`src/pkg/tdm_timing_regs.vh`:
```
/*
  Register offsets, field positions, reset values and timing constants of the
  TDM system-side timing block.
  Assumes a 32-bit APB slave with byte addresses and a 200 MHz core clock.
*/
`ifndef TDM_TIMING_REGS_VH
`define TDM_TIMING_REGS_VH

// ----------------------------------------------------------------
// Register byte addresses
// ----------------------------------------------------------------
`define TDM_ADDR_GLOBAL 12'h010
`define TDM_ADDR_FP_LINK1 12'h048
`define TDM_ADDR_FP_LINK2 12'h148
`define TDM_ADDR_CTRL_LINK1 12'h0a0
`define TDM_ADDR_CTRL_LINK2 12'h1a0
`define TDM_ADDR_STATUS 12'h0f0

// ----------------------------------------------------------------
// Field positions
// ----------------------------------------------------------------
`define TDM_GLB_RX_MUX 0
`define TDM_GLB_TX_SHARED 1
`define TDM_GLB_TX_MUX 2
`define TDM_GLB_MUX_DOUBLE 3
`define TDM_GLB_RX_SHARED 4
`define TDM_FP_INVERT 4
`define TDM_CTL_MASTER 0
`define TDM_CTL_E1 1
`define TDM_CTL_FPSEL_LO 2
`define TDM_CTL_DOUBLE 5
`define TDM_CTL_ESF 6
`define TDM_GLB_RESET 5'h00
`define TDM_CTL_RESET 7'h00

// ----------------------------------------------------------------
// Frame structure and clock synthesis
// ----------------------------------------------------------------
`define TDM_T1_LAST_BIT 9'd192
`define TDM_E1_LAST_BIT 9'd255
`define TDM_SF_LAST_FRAME 5'd11
`define TDM_ESF_LAST_FRAME 5'd23
`define TDM_E1_LAST_FRAME 5'd15
`define TDM_TS_OVH_A 5'd1
`define TDM_TS_OVH_B 5'd16
`define TDM_CORE_HZ 200000000
`define TDM_T1_HZ 1544000
`define TDM_E1_HZ 2048000
`define TDM_NCO_T1 32'h01f9ed6b
`define TDM_NCO_E1 32'h029f16b1

`endif

```
`src/tdm_sys_timing.v`:
```
/*
  System-side TDM timing for two T1/J1/E1 links: per-link receive clock and
  frame pulse (master or slave), receive data and signaling serialisers,
  transmit data sampling, and the byte-interleaved multiplexed buses.
  Assumes all system pins are asynchronous to core_clk and at least four
  times slower; the core side supplies receive bytes and takes transmit bytes.
*/
`timescale 1ns/1ps
`include "tdm_timing_regs.vh"

module tdm_sys_timing (
  // Clock and reset
  input wire core_clk,
  input wire rst,
  // APB slave
  input wire psel,
  input wire penable,
  input wire pwrite,
  input wire [11:0] paddr,
  input wire [31:0] pwdata,
  output wire [31:0] prdata,
  output wire pready,
  output wire pslverr,
  // Per-link receive system pins
  input wire [1:0] rxSystemClockIn,
  output wire [1:0] rxSystemClockOut,
  output wire [1:0] rxSystemClockOe,
  input wire [1:0] rxFramePulseIn,
  output wire [1:0] rxFramePulseOut,
  output wire [1:0] rxFramePulseOe,
  output wire [1:0] rxSystemData,
  output wire [1:0] rxSystemSignaling,
  // Per-link transmit system pins
  input wire [1:0] txSystemClock,
  input wire [1:0] txSystemData,
  // Multiplexed receive pins
  input wire muxRxSystemClock,
  input wire muxRxFramePulse,
  output wire muxRxSystemData,
  output wire muxRxSystemSignaling,
  // Multiplexed transmit pins
  input wire muxTxSystemClock,
  input wire muxTxSystemData,
  input wire muxTxFramePulse,
  // Core side
  input wire [15:0] rxLineByte,
  input wire [7:0] rxLineSig,
  output wire [9:0] rxTimeslot,
  output wire [5:0] muxRxSlot,
  output wire [15:0] txLineByte,
  output wire [1:0] txLineStb,
  output wire [7:0] muxTxLineByte,
  output wire muxTxLineLink,
  output wire muxTxLineStb
);

  // ----------------------------------------------------------------
  // Register file
  // ----------------------------------------------------------------
  reg [4:0] glb_q;
  reg [1:0] fpInv_q;
  reg [13:0] linkCtrl_q;
  reg [31:0] prdata_q;
  reg pready_q;
  reg pslverr_q;
  reg [31:0] rdMux;
  reg rdHit;
  wire [9:0] frameCntAll;
  wire rxMux = glb_q[`TDM_GLB_RX_MUX];
  wire txMux = glb_q[`TDM_GLB_TX_MUX];
  wire rxSharedSlaveClockSelect = glb_q[`TDM_GLB_RX_SHARED];
  wire txSharedSlaveClockSelect = glb_q[`TDM_GLB_TX_SHARED];
  wire apbWrite = psel & penable & pready_q & pwrite;

  always @* begin
    rdHit = 1'b1;
    rdMux = 32'h0;
    if (paddr == `TDM_ADDR_GLOBAL) begin
      rdMux = {27'h0, glb_q};
    end else if (paddr == `TDM_ADDR_FP_LINK1) begin
      rdMux = {27'h0, fpInv_q[0], 4'h0};
    end else if (paddr == `TDM_ADDR_FP_LINK2) begin
      rdMux = {27'h0, fpInv_q[1], 4'h0};
    end else if (paddr == `TDM_ADDR_CTRL_LINK1) begin
      rdMux = {25'h0, linkCtrl_q[6:0]};
    end else if (paddr == `TDM_ADDR_CTRL_LINK2) begin
      rdMux = {25'h0, linkCtrl_q[13:7]};
    end else if (paddr == `TDM_ADDR_STATUS) begin
      rdMux = {6'h0, frameCntAll, txLineByte};
    end else begin
      rdHit = 1'b0;
    end
  end

  // No wait state: the answer is prepared during the setup cycle
  always @(posedge core_clk or posedge rst) begin
    if (rst) begin
      glb_q <= `TDM_GLB_RESET;
      fpInv_q <= 2'h0;
      linkCtrl_q <= {`TDM_CTL_RESET, `TDM_CTL_RESET};
      prdata_q <= 32'h0;
      pready_q <= 1'b0;
      pslverr_q <= 1'b0;
    end else begin
      pready_q <= psel & ~penable;
      if (psel & ~penable) begin
        prdata_q <= pwrite ? 32'h0 : rdMux;
        pslverr_q <= ~rdHit;
      end
      if (apbWrite) begin
        if (paddr == `TDM_ADDR_GLOBAL) begin
          glb_q <= pwdata[4:0];
        end else if (paddr == `TDM_ADDR_FP_LINK1) begin
          fpInv_q[0] <= pwdata[`TDM_FP_INVERT];
        end else if (paddr == `TDM_ADDR_FP_LINK2) begin
          fpInv_q[1] <= pwdata[`TDM_FP_INVERT];
        end else if (paddr == `TDM_ADDR_CTRL_LINK1) begin
          linkCtrl_q[6:0] <= pwdata[6:0];
        end else if (paddr == `TDM_ADDR_CTRL_LINK2) begin
          linkCtrl_q[13:7] <= pwdata[6:0];
        end
      end
    end
  end

  assign prdata = prdata_q;
  assign pready = pready_q;
  assign pslverr = pslverr_q;

  // ----------------------------------------------------------------
  // Per-link receive and transmit timing
  // ----------------------------------------------------------------
  wire [1:0] rxClkNow;
  wire [1:0] rxClkOld;
  wire [1:0] txClkNow;
  wire [1:0] txClkOld;

  genvar g;
  generate
    for (g = 0; g < 2; g = g + 1) begin : link
      reg clkS1_q, clkS2_q, clkS3_q, fpS1_q, fpS2_q;
      reg txcS1_q, txcS2_q, txcS3_q, txdS1_q, txdS2_q;
      reg [31:0] nco_q;
      reg clkOut_q, oe_q, fpOut_q, data_q, sig_q, dblPh_q;
      reg [8:0] bitCnt_q;
      reg [4:0] frameCnt_q, slot_q;
      reg [7:0] sh_q, sigSh_q, txSh_q, txByte_q;
      reg [2:0] txCnt_q;
      reg txStb_q;
      wire [6:0] ctl = linkCtrl_q[g*7 +: 7];
      wire master = ctl[`TDM_CTL_MASTER] & ~rxMux;
      wire e1 = ctl[`TDM_CTL_E1];
      wire [2:0] fpSel = ctl[`TDM_CTL_FPSEL_LO +: 3];
      wire inv = fpInv_q[g];
      wire rxSrc = rxSharedSlaveClockSelect ? 1'b0 : (g == 1);
      wire slaveEdge = rxClkNow[rxSrc] & ~rxClkOld[rxSrc];
      // 4.096 MHz slave clock carries two edges per bit
      wire slaveTick = slaveEdge & (~ctl[`TDM_CTL_DOUBLE] | dblPh_q);
      wire [31:0] ncoNext = nco_q + (e1 ? `TDM_NCO_E1 : `TDM_NCO_T1);
      wire ncoRise = ~nco_q[31] & ncoNext[31];
      wire tick = master ? ncoRise : (slaveTick & ~rxMux);
      wire fpActive = fpS2_q ^ inv;
      wire [8:0] curBit = (~master & fpActive) ? 9'd0 : bitCnt_q;
      wire [8:0] lastBit = e1 ? `TDM_E1_LAST_BIT : `TDM_T1_LAST_BIT;
      wire [4:0] lastFrame = e1 ? `TDM_E1_LAST_FRAME :
        ((ctl[`TDM_CTL_ESF] | fpSel == 3'd3) ? `TDM_ESF_LAST_FRAME : `TDM_SF_LAST_FRAME);
      wire [8:0] dataBit = e1 ? curBit : curBit - 9'd1;
      wire isFbit = ~e1 & (curBit == 9'd0);
      wire atStart = curBit == 9'd0;
      wire mfStart = atStart & (frameCnt_q == 5'd0);
      wire ovh = (dataBit[7:3] == `TDM_TS_OVH_A) | (dataBit[7:3] == `TDM_TS_OVH_B);
      wire pulseT1 = (fpSel == 3'd0) ? atStart :
        (fpSel == 3'd1) ? (atStart & ~frameCnt_q[0]) : mfStart;
      wire pulseE1 = (fpSel == 3'd0) ? atStart :
        (fpSel == 3'd4) ? ovh : mfStart;
      wire [7:0] inByte = rxLineByte[g*8 +: 8];
      wire txSrc = txSharedSlaveClockSelect ? 1'b0 : (g == 1);
      wire txEdge = txClkNow[txSrc] & ~txClkOld[txSrc];

      assign rxClkNow[g] = clkS2_q;
      assign rxClkOld[g] = clkS3_q;
      assign txClkNow[g] = txcS2_q;
      assign txClkOld[g] = txcS3_q;

      always @(posedge core_clk or posedge rst) begin
        if (rst) begin
          // Clock pins idle high; starting high avoids a false edge after reset
          {clkS1_q, clkS2_q, clkS3_q, fpS1_q, fpS2_q} <= 5'h1c;
          {txcS1_q, txcS2_q, txcS3_q, txdS1_q, txdS2_q} <= 5'h1c;
          nco_q <= 32'h0;
          {clkOut_q, oe_q, fpOut_q, data_q, sig_q, dblPh_q} <= 6'h0;
          bitCnt_q <= 9'h0;
          frameCnt_q <= 5'h0;
          slot_q <= 5'h0;
          {sh_q, sigSh_q, txSh_q, txByte_q} <= 32'h0;
          txCnt_q <= 3'h0;
          txStb_q <= 1'b0;
        end else begin
          clkS1_q <= rxSystemClockIn[g];
          clkS2_q <= clkS1_q;
          clkS3_q <= clkS2_q;
          fpS1_q <= rxFramePulseIn[g];
          fpS2_q <= fpS1_q;
          txcS1_q <= txSystemClock[g];
          txcS2_q <= txcS1_q;
          txcS3_q <= txcS2_q;
          txdS1_q <= txSystemData[g];
          txdS2_q <= txdS1_q;
          nco_q <= master ? ncoNext : 32'h0;
          clkOut_q <= master & ncoNext[31];
          oe_q <= master;
          if (slaveEdge) begin
            dblPh_q <= ~dblPh_q;
          end
          if (~master) begin
            fpOut_q <= inv;
          end
          if (tick) begin
            bitCnt_q <= (curBit == lastBit) ? 9'd0 : curBit + 9'd1;
            if (curBit == lastBit) begin
              frameCnt_q <= (frameCnt_q >= lastFrame) ? 5'd0 : frameCnt_q + 5'd1;
            end
            if (master) begin
              fpOut_q <= (e1 ? pulseE1 : pulseT1) ^ inv;
            end
            if (isFbit) begin
              data_q <= 1'b0;
              sig_q <= 1'b0;
            end else if (dataBit[2:0] == 3'd0) begin
              data_q <= inByte[7];
              sh_q <= {inByte[6:0], 1'b0};
              sig_q <= 1'b0;
              sigSh_q <= {3'h0, rxLineSig[g*4 +: 4], 1'b0};
              slot_q <= dataBit[7:3];
            end else begin
              data_q <= sh_q[7];
              sh_q <= {sh_q[6:0], 1'b0};
              sig_q <= sigSh_q[7];
              sigSh_q <= {sigSh_q[6:0], 1'b0};
            end
          end
          txStb_q <= 1'b0;
          if (txEdge & ~txMux) begin
            txSh_q <= {txSh_q[6:0], txdS2_q};
            txCnt_q <= txCnt_q + 3'd1;
            if (txCnt_q == 3'd7) begin
              txByte_q <= {txSh_q[6:0], txdS2_q};
              txStb_q <= 1'b1;
            end
          end
        end
      end

      assign rxSystemClockOut[g] = clkOut_q;
      assign rxSystemClockOe[g] = oe_q;
      assign rxFramePulseOut[g] = fpOut_q;
      assign rxFramePulseOe[g] = oe_q;
      assign rxSystemData[g] = data_q;
      assign rxSystemSignaling[g] = sig_q;
      assign rxTimeslot[g*5 +: 5] = slot_q;
      assign frameCntAll[g*5 +: 5] = frameCnt_q;
      assign txLineByte[g*8 +: 8] = txByte_q;
      assign txLineStb[g] = txStb_q;
    end
  endgenerate

  // ----------------------------------------------------------------
  // Multiplexed buses: 1024 bit periods per frame, link 1 byte first
  // ----------------------------------------------------------------
  reg mrcS1_q, mrcS2_q, mrcS3_q, mrfS1_q, mrfS2_q, mrPh_q;
  reg mtcS1_q, mtcS2_q, mtcS3_q, mtdS1_q, mtdS2_q, mtfS1_q, mtfS2_q, mtPh_q;
  reg [9:0] mrCnt_q, mtCnt_q;
  reg [7:0] mrSh_q, mrSigSh_q, mtSh_q, mtByte_q;
  reg mrData_q, mux_rx_system_signaling_q, mtLink_q, mtStb_q;
  reg [5:0] mrSlot_q;
  wire muxDouble = glb_q[`TDM_GLB_MUX_DOUBLE];
  wire mrEdge = mrcS2_q & ~mrcS3_q;
  wire mrTick = mrEdge & (~muxDouble | mrPh_q) & rxMux;
  wire [9:0] mrCur = (mrfS2_q ^ fpInv_q[0]) ? 10'd0 : mrCnt_q;
  wire mrLink = mrCur[3];
  wire [7:0] mrByte = mrLink ? rxLineByte[15:8] : rxLineByte[7:0];
  wire [3:0] mrNib = mrLink ? rxLineSig[7:4] : rxLineSig[3:0];
  wire mtEdge = mtcS2_q & ~mtcS3_q;
  wire mtTick = mtEdge & (~muxDouble | mtPh_q) & txMux;
  wire [9:0] mtCur = (mtfS2_q ^ fpInv_q[0]) ? 10'd0 : mtCnt_q;

  always @(posedge core_clk or posedge rst) begin
    if (rst) begin
      {mrcS1_q, mrcS2_q, mrcS3_q, mrfS1_q, mrfS2_q, mrPh_q} <= 6'h38;
      {mtcS1_q, mtcS2_q, mtcS3_q, mtdS1_q, mtdS2_q, mtfS1_q, mtfS2_q, mtPh_q} <= 8'he0;
      mrCnt_q <= 10'h0;
      mtCnt_q <= 10'h0;
      {mrSh_q, mrSigSh_q, mtSh_q, mtByte_q} <= 32'h0;
      {mrData_q, mux_rx_system_signaling_q, mtLink_q, mtStb_q} <= 4'h0;
      mrSlot_q <= 6'h0;
    end else begin
      mrcS1_q <= muxRxSystemClock;
      mrcS2_q <= mrcS1_q;
      mrcS3_q <= mrcS2_q;
      mrfS1_q <= muxRxFramePulse;
      mrfS2_q <= mrfS1_q;
      mtcS1_q <= muxTxSystemClock;
      mtcS2_q <= mtcS1_q;
      mtcS3_q <= mtcS2_q;
      mtdS1_q <= muxTxSystemData;
      mtdS2_q <= mtdS1_q;
      mtfS1_q <= muxTxFramePulse;
      mtfS2_q <= mtfS1_q;
      if (mrEdge) begin
        mrPh_q <= ~mrPh_q;
      end
      if (mtEdge) begin
        mtPh_q <= ~mtPh_q;
      end
      if (mrTick) begin
        mrCnt_q <= mrCur + 10'd1;
        // Only the first 64 byte slots carry traffic; the rest idle low
        if (mrCur[9]) begin
          mrData_q <= 1'b0;
          mux_rx_system_signaling_q <= 1'b0;
        end else if (mrCur[2:0] == 3'd0) begin
          mrData_q <= mrByte[7];
          mrSh_q <= {mrByte[6:0], 1'b0};
          mux_rx_system_signaling_q <= 1'b0;
          mrSigSh_q <= {3'h0, mrNib, 1'b0};
          mrSlot_q <= mrCur[8:3];
        end else begin
          mrData_q <= mrSh_q[7];
          mrSh_q <= {mrSh_q[6:0], 1'b0};
          mux_rx_system_signaling_q <= mrSigSh_q[7];
          mrSigSh_q <= {mrSigSh_q[6:0], 1'b0};
        end
      end
      mtStb_q <= 1'b0;
      if (mtTick) begin
        mtCnt_q <= mtCur + 10'd1;
        mtSh_q <= {mtSh_q[6:0], mtdS2_q};
        if (mtCur[2:0] == 3'd7 && !mtCur[9]) begin
          mtByte_q <= {mtSh_q[6:0], mtdS2_q};
          mtLink_q <= mtCur[3];
          mtStb_q <= 1'b1;
        end
      end
    end
  end

  assign muxRxSystemData = mrData_q;
  assign muxRxSystemSignaling = mux_rx_system_signaling_q;
  assign muxRxSlot = mrSlot_q;
  assign muxTxLineByte = mtByte_q;
  assign muxTxLineLink = mtLink_q;
  assign muxTxLineStb = mtStb_q;

endmodule

```
`config.mk`:
```
export PLATFORM = sky130hd
export DESIGN_NAME = tdm_sys_timing
export DESIGN_NICKNAME = d
export VERILOG_FILES = /design/src/tdm_sys_timing.v
export VERILOG_INCLUDE_DIRS = /design/src /design/src/pkg
export SDC_FILE = /design/constraint.sdc
export NUM_CORES = 1
export LEC_CHECK = 0
export BUFFER_PORTS_ARGS = -buffer_cell sky130_fd_sc_hd__buf_4
export CAP_MARGIN = 40
export CORE_ASPECT_RATIO = 0.5
export CORE_MARGIN = 3
export CORE_UTILIZATION = 54
export DETAILED_ROUTE_END_ITERATION = 8
export PLACE_DENSITY = 0.82
export SYNTH_ARGS = -nofsm -noshare
export SYNTH_HDL_FRONTEND = slang
export SYNTH_SLANG_ARGS = --single-unit
```
`constraint.sdc`:
```
create_clock -name core_clk -period 11 [get_ports core_clk]
set_input_delay 1.65 -clock core_clk [delete_from_list [all_inputs] [get_ports core_clk]]
set_output_delay 1.65 -clock core_clk [all_outputs]
set_load 0.1 [all_outputs]
```
Yosys cells after proc, flatten, opt, wreduce, memory -nomap -nowiden
Cells that the tools add are included.
{ "classes": {"n_mux": 87, "bitwise_logic": 80, "magnitude_cmp": 4, "add_sub_neg": 12, "reduce_logical": 27, "eq_ne": 21} }
{ "op_table": {"columns": ["operator", "n"], "rows": [
  ["two-way mux 32 bit", 5],
  ["two-way mux 26 bit", 6],
  ["two-way mux 8 bit", 9],
  ["adder 32 x 26 -> 32 bit", 2],
  ["two-way mux 1 bit", 52],
  ["two-way mux 9 bit", 4],
  ["AND 1 bit", 34],
  ["NOT 1 bit", 32],
  ["two-way mux 5 bit", 6],
  ["equality test 12 x 8 -> 1 bit (second input constant)", 2],
  ["equality test 12 x 9 -> 1 bit (second input constant)", 2],
  ["adder 10 x 1 -> 10 bit (second input constant)", 2],
  ["two-way mux 10 bit", 2],
  ["adder 9 x 1 -> 9 bit (second input constant)", 2],
  ["equality test 9 x 8 -> 1 bit", 2],
  ["zero test 9 bit", 2],
  ["AND reduction 2 bit", 9],
  ["subtractor 8 x 1 -> 8 bit (second input constant)", 2],
  ["equality test 3 bit (second input constant)", 5],
  ["zero test 3 bit", 5],
  ["equality test 12 x 5 -> 1 bit (second input constant)", 1],
  ["equality test 12 x 7 -> 1 bit (second input constant)", 1],
  ["two-way mux 6 bit", 2],
  ["AND reduction 3 bit", 4],
  ["17 further kinds", 38]
]} }
{ "totals": {"regBits": 334, "word_cells": 316, "out_inout_bits": 92, "input_bits": 86} }

Longest topological paths before layout
{ "logic_depth": {"ltp_word": 15, "mapped_depth": 17, "mapped_depth_nobuf": 15} }

Least setup slack after synthesis
OpenSTA, ideal clock, no wires.
{ "synth_timing": {"path_kind": "flip-flop to flip-flop", "start": "register linkCtrl_q[1]", "end": "register link[0].slot_q[0]", "slack_ps": 6877, "t_arrival_ps": 3998, "synth_period_minus_slack_ps": 4123, "n_path_buf": 2, "stages_incl_launch_ff": 16, "required_ps": 10875, "setup_time_ps": 125, "path_cell_list": "dfrtp_1 -> inv_1 -> clkbuf_1 -> ha_1 -> clkbuf_2 -> a21o_1 -> a21o_1 -> a2111oi_0 -> a211oi_1 -> o2111a_1 -> ha_1 -> and2_1 -> o21ba_2 -> o21ai_1 -> nor2_1 -> mux2_2"} }
{ "synth_via": {"elab_chain_len": 5, "elab_cells_between_ends": 10, "classes_between": "add/sub: 1; mux: 3; bitwise: 4; reduce/logical: 2"} }
{ "synth_rtl": {"columns": ["item", "line", "rtl"], "rows": [
  ["from (decl)", "tdm_sys_timing.v:62", "reg [13:0] linkCtrl_q;"],
  ["from (signal assigned)", "tdm_sys_timing.v:100", "linkCtrl_q <= {`TDM_CTL_RESET, `TDM_CTL_RESET};"],
  ["from (signal assigned)", "tdm_sys_timing.v:118", "linkCtrl_q[6:0] <= pwdata[6:0];"],
  ["two-way mux 26 bit (no line)", null, null],
  ["adder 32 x 26 -> 32 bit", "tdm_sys_timing.v:159", "wire [31:0] ncoNext = nco_q + (e1 ? `TDM_NCO_E1 : `TDM_NCO_T1);"],
  ["AND 1 bit", "tdm_sys_timing.v:160", "wire ncoRise = ~nco_q[31] & ncoNext[31];"],
  ["two-way mux 1 bit", "tdm_sys_timing.v:161", "wire tick = master ? ncoRise : (slaveTick & ~rxMux);"],
  ["AND reduction 3 bit (no line)", null, null],
  ["to (signal assigned)", "tdm_sys_timing.v:234", "slot_q <= dataBit[7:3];"],
  ["to (decl)", "tdm_sys_timing.v:146", "reg [4:0] frameCnt_q, slot_q;"]
]} }
Several ways; a longest one is shown, not always the timed one.
A chain may end at the register's enable or synchronous reset.

Final worst setup path
{ "layout_timing": {"start": "register linkCtrl_q[8]", "end": "register link[1].slot_q[1]"} }
{ "layout_via": {"elab_chain_len": 5, "elab_cells_between_ends": 10, "classes_between": "add/sub: 1; mux: 3; bitwise: 4; reduce/logical: 2"} }
{ "layout_rtl": {"columns": ["item", "line", "rtl"], "rows": [
  ["from (signal assigned)", "tdm_sys_timing.v:100", null],
  ["from (signal assigned)", "tdm_sys_timing.v:120", "linkCtrl_q[13:7] <= pwdata[6:0];"],
  ["two-way mux 26 bit (no line)", null, null],
  ["adder 32 x 26 -> 32 bit", "tdm_sys_timing.v:159", null],
  ["AND 1 bit", "tdm_sys_timing.v:160", null],
  ["two-way mux 1 bit", "tdm_sys_timing.v:161", null],
  ["AND reduction 3 bit (no line)", null, null],
  ["to (signal assigned)", "tdm_sys_timing.v:234", null],
  ["to (decl)", "tdm_sys_timing.v:146", null]
]} }
Several ways; a longest one is shown, not always the timed one.

==> flow_summary.yaml <==
run_status:
  status: "finished clean"
clocking:
  clk_path_buf_depth: 3
  post_cts_buffers: 0
  cts_tree: "built"
  cts-root-buf: "clkbuf_16"
  cts.htree.levels: 1
  numCtsBuffers: 29
  cts_sinks: 320
  ctsResizeCount: 0
  hold_buffers: 0
  clk_latency_ps: 560
  clk_pin_slew_ps: 80
route:
  first_pass_iters: 5
  final_antenna_net_count: 0
  routed_wl_um: 35500
  drtIter0Drc: 796
  via_per_inst: 5.76
  post_drt_wl_per_cell_um: 16.6
  drcViolationCount: 0
  dr_total_vias: 12300
synthesis:
  synth_ff_type: "dfrtp_1"
  postSynth.asyncResetShare: 1.00
  ys_seq_elements: 320
  synth_edf_count: 0
  syn_inst: 1612
  synth_area_um2: 16100
  syn-mean-instance-area_um2: 10.0
  synth_cell_types: 91
  synth_xor_area_frac: 0.0337
  synth_top_family_by_area: "compound AO/OA/AOI/OAI gates"
  yosysTopAreaCell: "dfrtp_1"
  synthMuxAreaShare: 0.0593
  ys_warn_count: 0
  synth-adder-area-share: 0.0475
  synthSimpleGateAreaFrac: 0.160
  synth_compound_area_frac: 0.164
  ys_seq_area_frac: 0.498
  netlist_top_cells_area: "dfrtp_1, nand2_1, ha_1"
  synth_top_area_share: 0.469
critical_path:
  critical_path.max_stage_delay_ps: 700
  crit_chain: "inv_1 -> ha_1 -> a21o_1 -> a41o_1 -> a211oi_2 -> o21ai_1 -> a211oi_2 -> nor3b_1 -> ha_1 -> nand2_1 -> a21o_1 -> a21o_1 -> nand2b_1 -> mux2_2"
  path_class: "reg -> reg"
  worstPathArrival_ps: 5650
  crit_required_ps: 11450
  worst_path_max_delay_cell: "a21o_1"
  cp_max_fo: 31
  critPathLaunchType: "flip-flop"
  end_kind: "flip-flop"
  worst_path_most_repeated_cell: "a21o_1"
layout:
  final_common_cell: "dfrtp_1"
  drive_gt1_frac: 0.186
  most-common-layout-cells: "dfrtp_1, nand2_1, buf_4, o21ai_0, nor2_1"
  syn_to_final_growth_pct: 14.6
  nets: 1870
  fillers: 2320
  final_area_um2: 18500
placed_design:
  hpwl_um: 24300
  port-buffer-count: 146
  place_area_um2: 17500
  place_worst_setup_slack_ps: 5810
  routabilityCongestion: 0.873
global_routing:
  grt_antenna_before_repair: 4
  first_global_vias: 11600
  grt_pass1_wl_um: 57700
  grt.total_usage: 0.217
  grt_max_degree: 193
  overflow: 0
die:
  initial_core_util: 0.553
  die_h_um: 128
  die_w_um: 250
  fp.dieArea_um2: 32100
  io-pin-count: 178
  num_rows: 44
  coreArea_um2: 29200
timing:
  max_freq_mhz: 192
  finClkSkew_ps: 18.4
  tightestPinTransition_ps: 1060
  slew_headroom: 0.290
  drv_slew: 0
  period_needed_ps: 5200
  post-route-period-util: 0.473
  rsz0062_at_grt: "no"
  setup_violations: 0
  setup_tns_ps: 0
  hold_violations: 0
  fin_ws_ps: 5800
power:
  power_density_nw_per_um2: 166
  swShare: 0.331
  peakVddDrop_mv: 0.139
  p_clk_frac: 0.342
  intPower_mw: 2.05
  netSwitchingPower_mw: 1.01
  p_leak_nw: 8.83
  combPwrFrac: 0.206
  seq_power_share: 0.453
min_path:
  hold_path.class: "reg -> reg"
job:
  maxCapViolCount: 0
## cells in the mapped netlist, drive strengths merged, types with 10 or more instances
cell    number
xnor2       34
buf         38
and3        13
nor3        16
mux2        61
nor2b       10
o21ai      144
nand3       47
mux2i       27
and2        16
xor2        28
o31ai       18
ha          58
a31oi       27
a21oi       88
dfrtp      302
or3         11
or2         12
a22o        27
a21o        26
clkbuf      46
nor4        13
nand4       13
nand2      231
inv         47
nor2       109
dfstp       18
nand2b      15
## area by class of cell
cell class,instances,area (µm²),area share
Tap cell,391,489,0.0265
Inverter,48,190,0.0103
Multi-Input combinational cell,1165,7530,0.407
Clock buffer,33,771,0.0417
Clock inverter,21,216,0.0117
Antenna cell,4,10.0,0.000542
Timing Repair Buffer,160,1240,0.0674
Sequential cell,320,8030,0.434
## metal layers
metal | share of wire | vias to the layer above | global-route usage
met4 | 0.032 | 0 | 0.0789
met5 | 0 | - | 0
met1 | 0.43 | 6007 | 0.289
li1 | - | 5972 | -
met2 | 0.49 | 290 | 0.369
met3 | 0.039 | 76 | 0.0294
## sequential cells by signal (all words and copies together) (netlist names), 5 cells and up
register,count
mrSh_q,7
link.txByte_q,16
link.nco_q,62
link.bitCnt_q,18
link.sh_q,14
link.txCnt_q,6
prdata,26
mrSigSh_q,7
linkCtrl_q,14
mtSh_q,7
glb_q,5
muxRxSlot,6
link.sigSh_q,14
link.frameCnt_q,10
link.txSh_q,14
mrCnt_q,10
mtCnt_q,10
muxTxLineByte,8
link.slot_q,10
## per-stage QoR
stage / hold WS (ps) / util / power (mW) / std cells
floorplan: 331 / - / 1.88 / 1617
global placement: 334 / 0.597 / 2.01 / 2079
detailed placement: 335 / 0.599 / 2.03 / 2084
CTS: 350 / 0.633 / 3.08 / 2138
global route: 359 / 0.633 / 3.19 / 2142
finish: 350 / 0.633 / 3.06 / 2142
## critical path, delay by kind of cell, from the launching register on
| family | cells | cell delay, ps |
|---|---|---|
| compound gates | 7 | 2530 |
| simple gates | 3 | 640 |
| fa+ha+maj | 2 | 630 |
| buf+inv | 1 | 510 |
| flops | 1 | 380 |
| mux | 1 | 380 |
## power by group through the flow
| stage | Sequential [mW] | Clock [mW] | Combinational (mW) |
|---|---|---|---|
| detailed placement | 1.40 | 0 | 0.630 |
| floorplan | 1.65 | 0 | 0.229 |
| global route | 1.40 | 1.12 | 0.668 |
| finish | 1.38 | 1.05 | 0.629 |
| global placement | 1.40 | 0 | 0.614 |
| CTS | 1.38 | 1.06 | 0.635 |
## final timing paths
path / from / endpoint / slack (ps) / cells after the start
setup / recovery: linkCtrl_q[8]$_DFFE_PP0P_ / link[1].slot_q[1]$_DFFE_PP0P_ / 5800 / 14
hold / removal: link[1].txdS1_q$_DFF_PP0_ / link[1].txdS2_q$_DFF_PP0_ / 350 / 0
setup reg to reg: linkCtrl_q[8]$_DFFE_PP0P_ / link[1].slot_q[1]$_DFFE_PP0P_ / 5800 / 14
hold reg to reg: link[1].txdS1_q$_DFF_PP0_ / link[1].txdS2_q$_DFF_PP0_ / 350 / 0
max in group asynchronous: rst / link[1].nco_q[26]$_DFF_PP0_ / 8760 / 3
min in group asynchronous: rst / link[1].txSh_q[1]$_DFFE_PP0P_ / 980 / 2
## cell families after synthesis
family,count (synthesis)
other,1
adders and majority gates,60
AOI/OAI and AO/OA,410
xor gates and xnor gates,62
DFF,320
and+or+nand+nor,539
muxes,88
buffers and inverters,132
(Power assumes the default switching activity.)
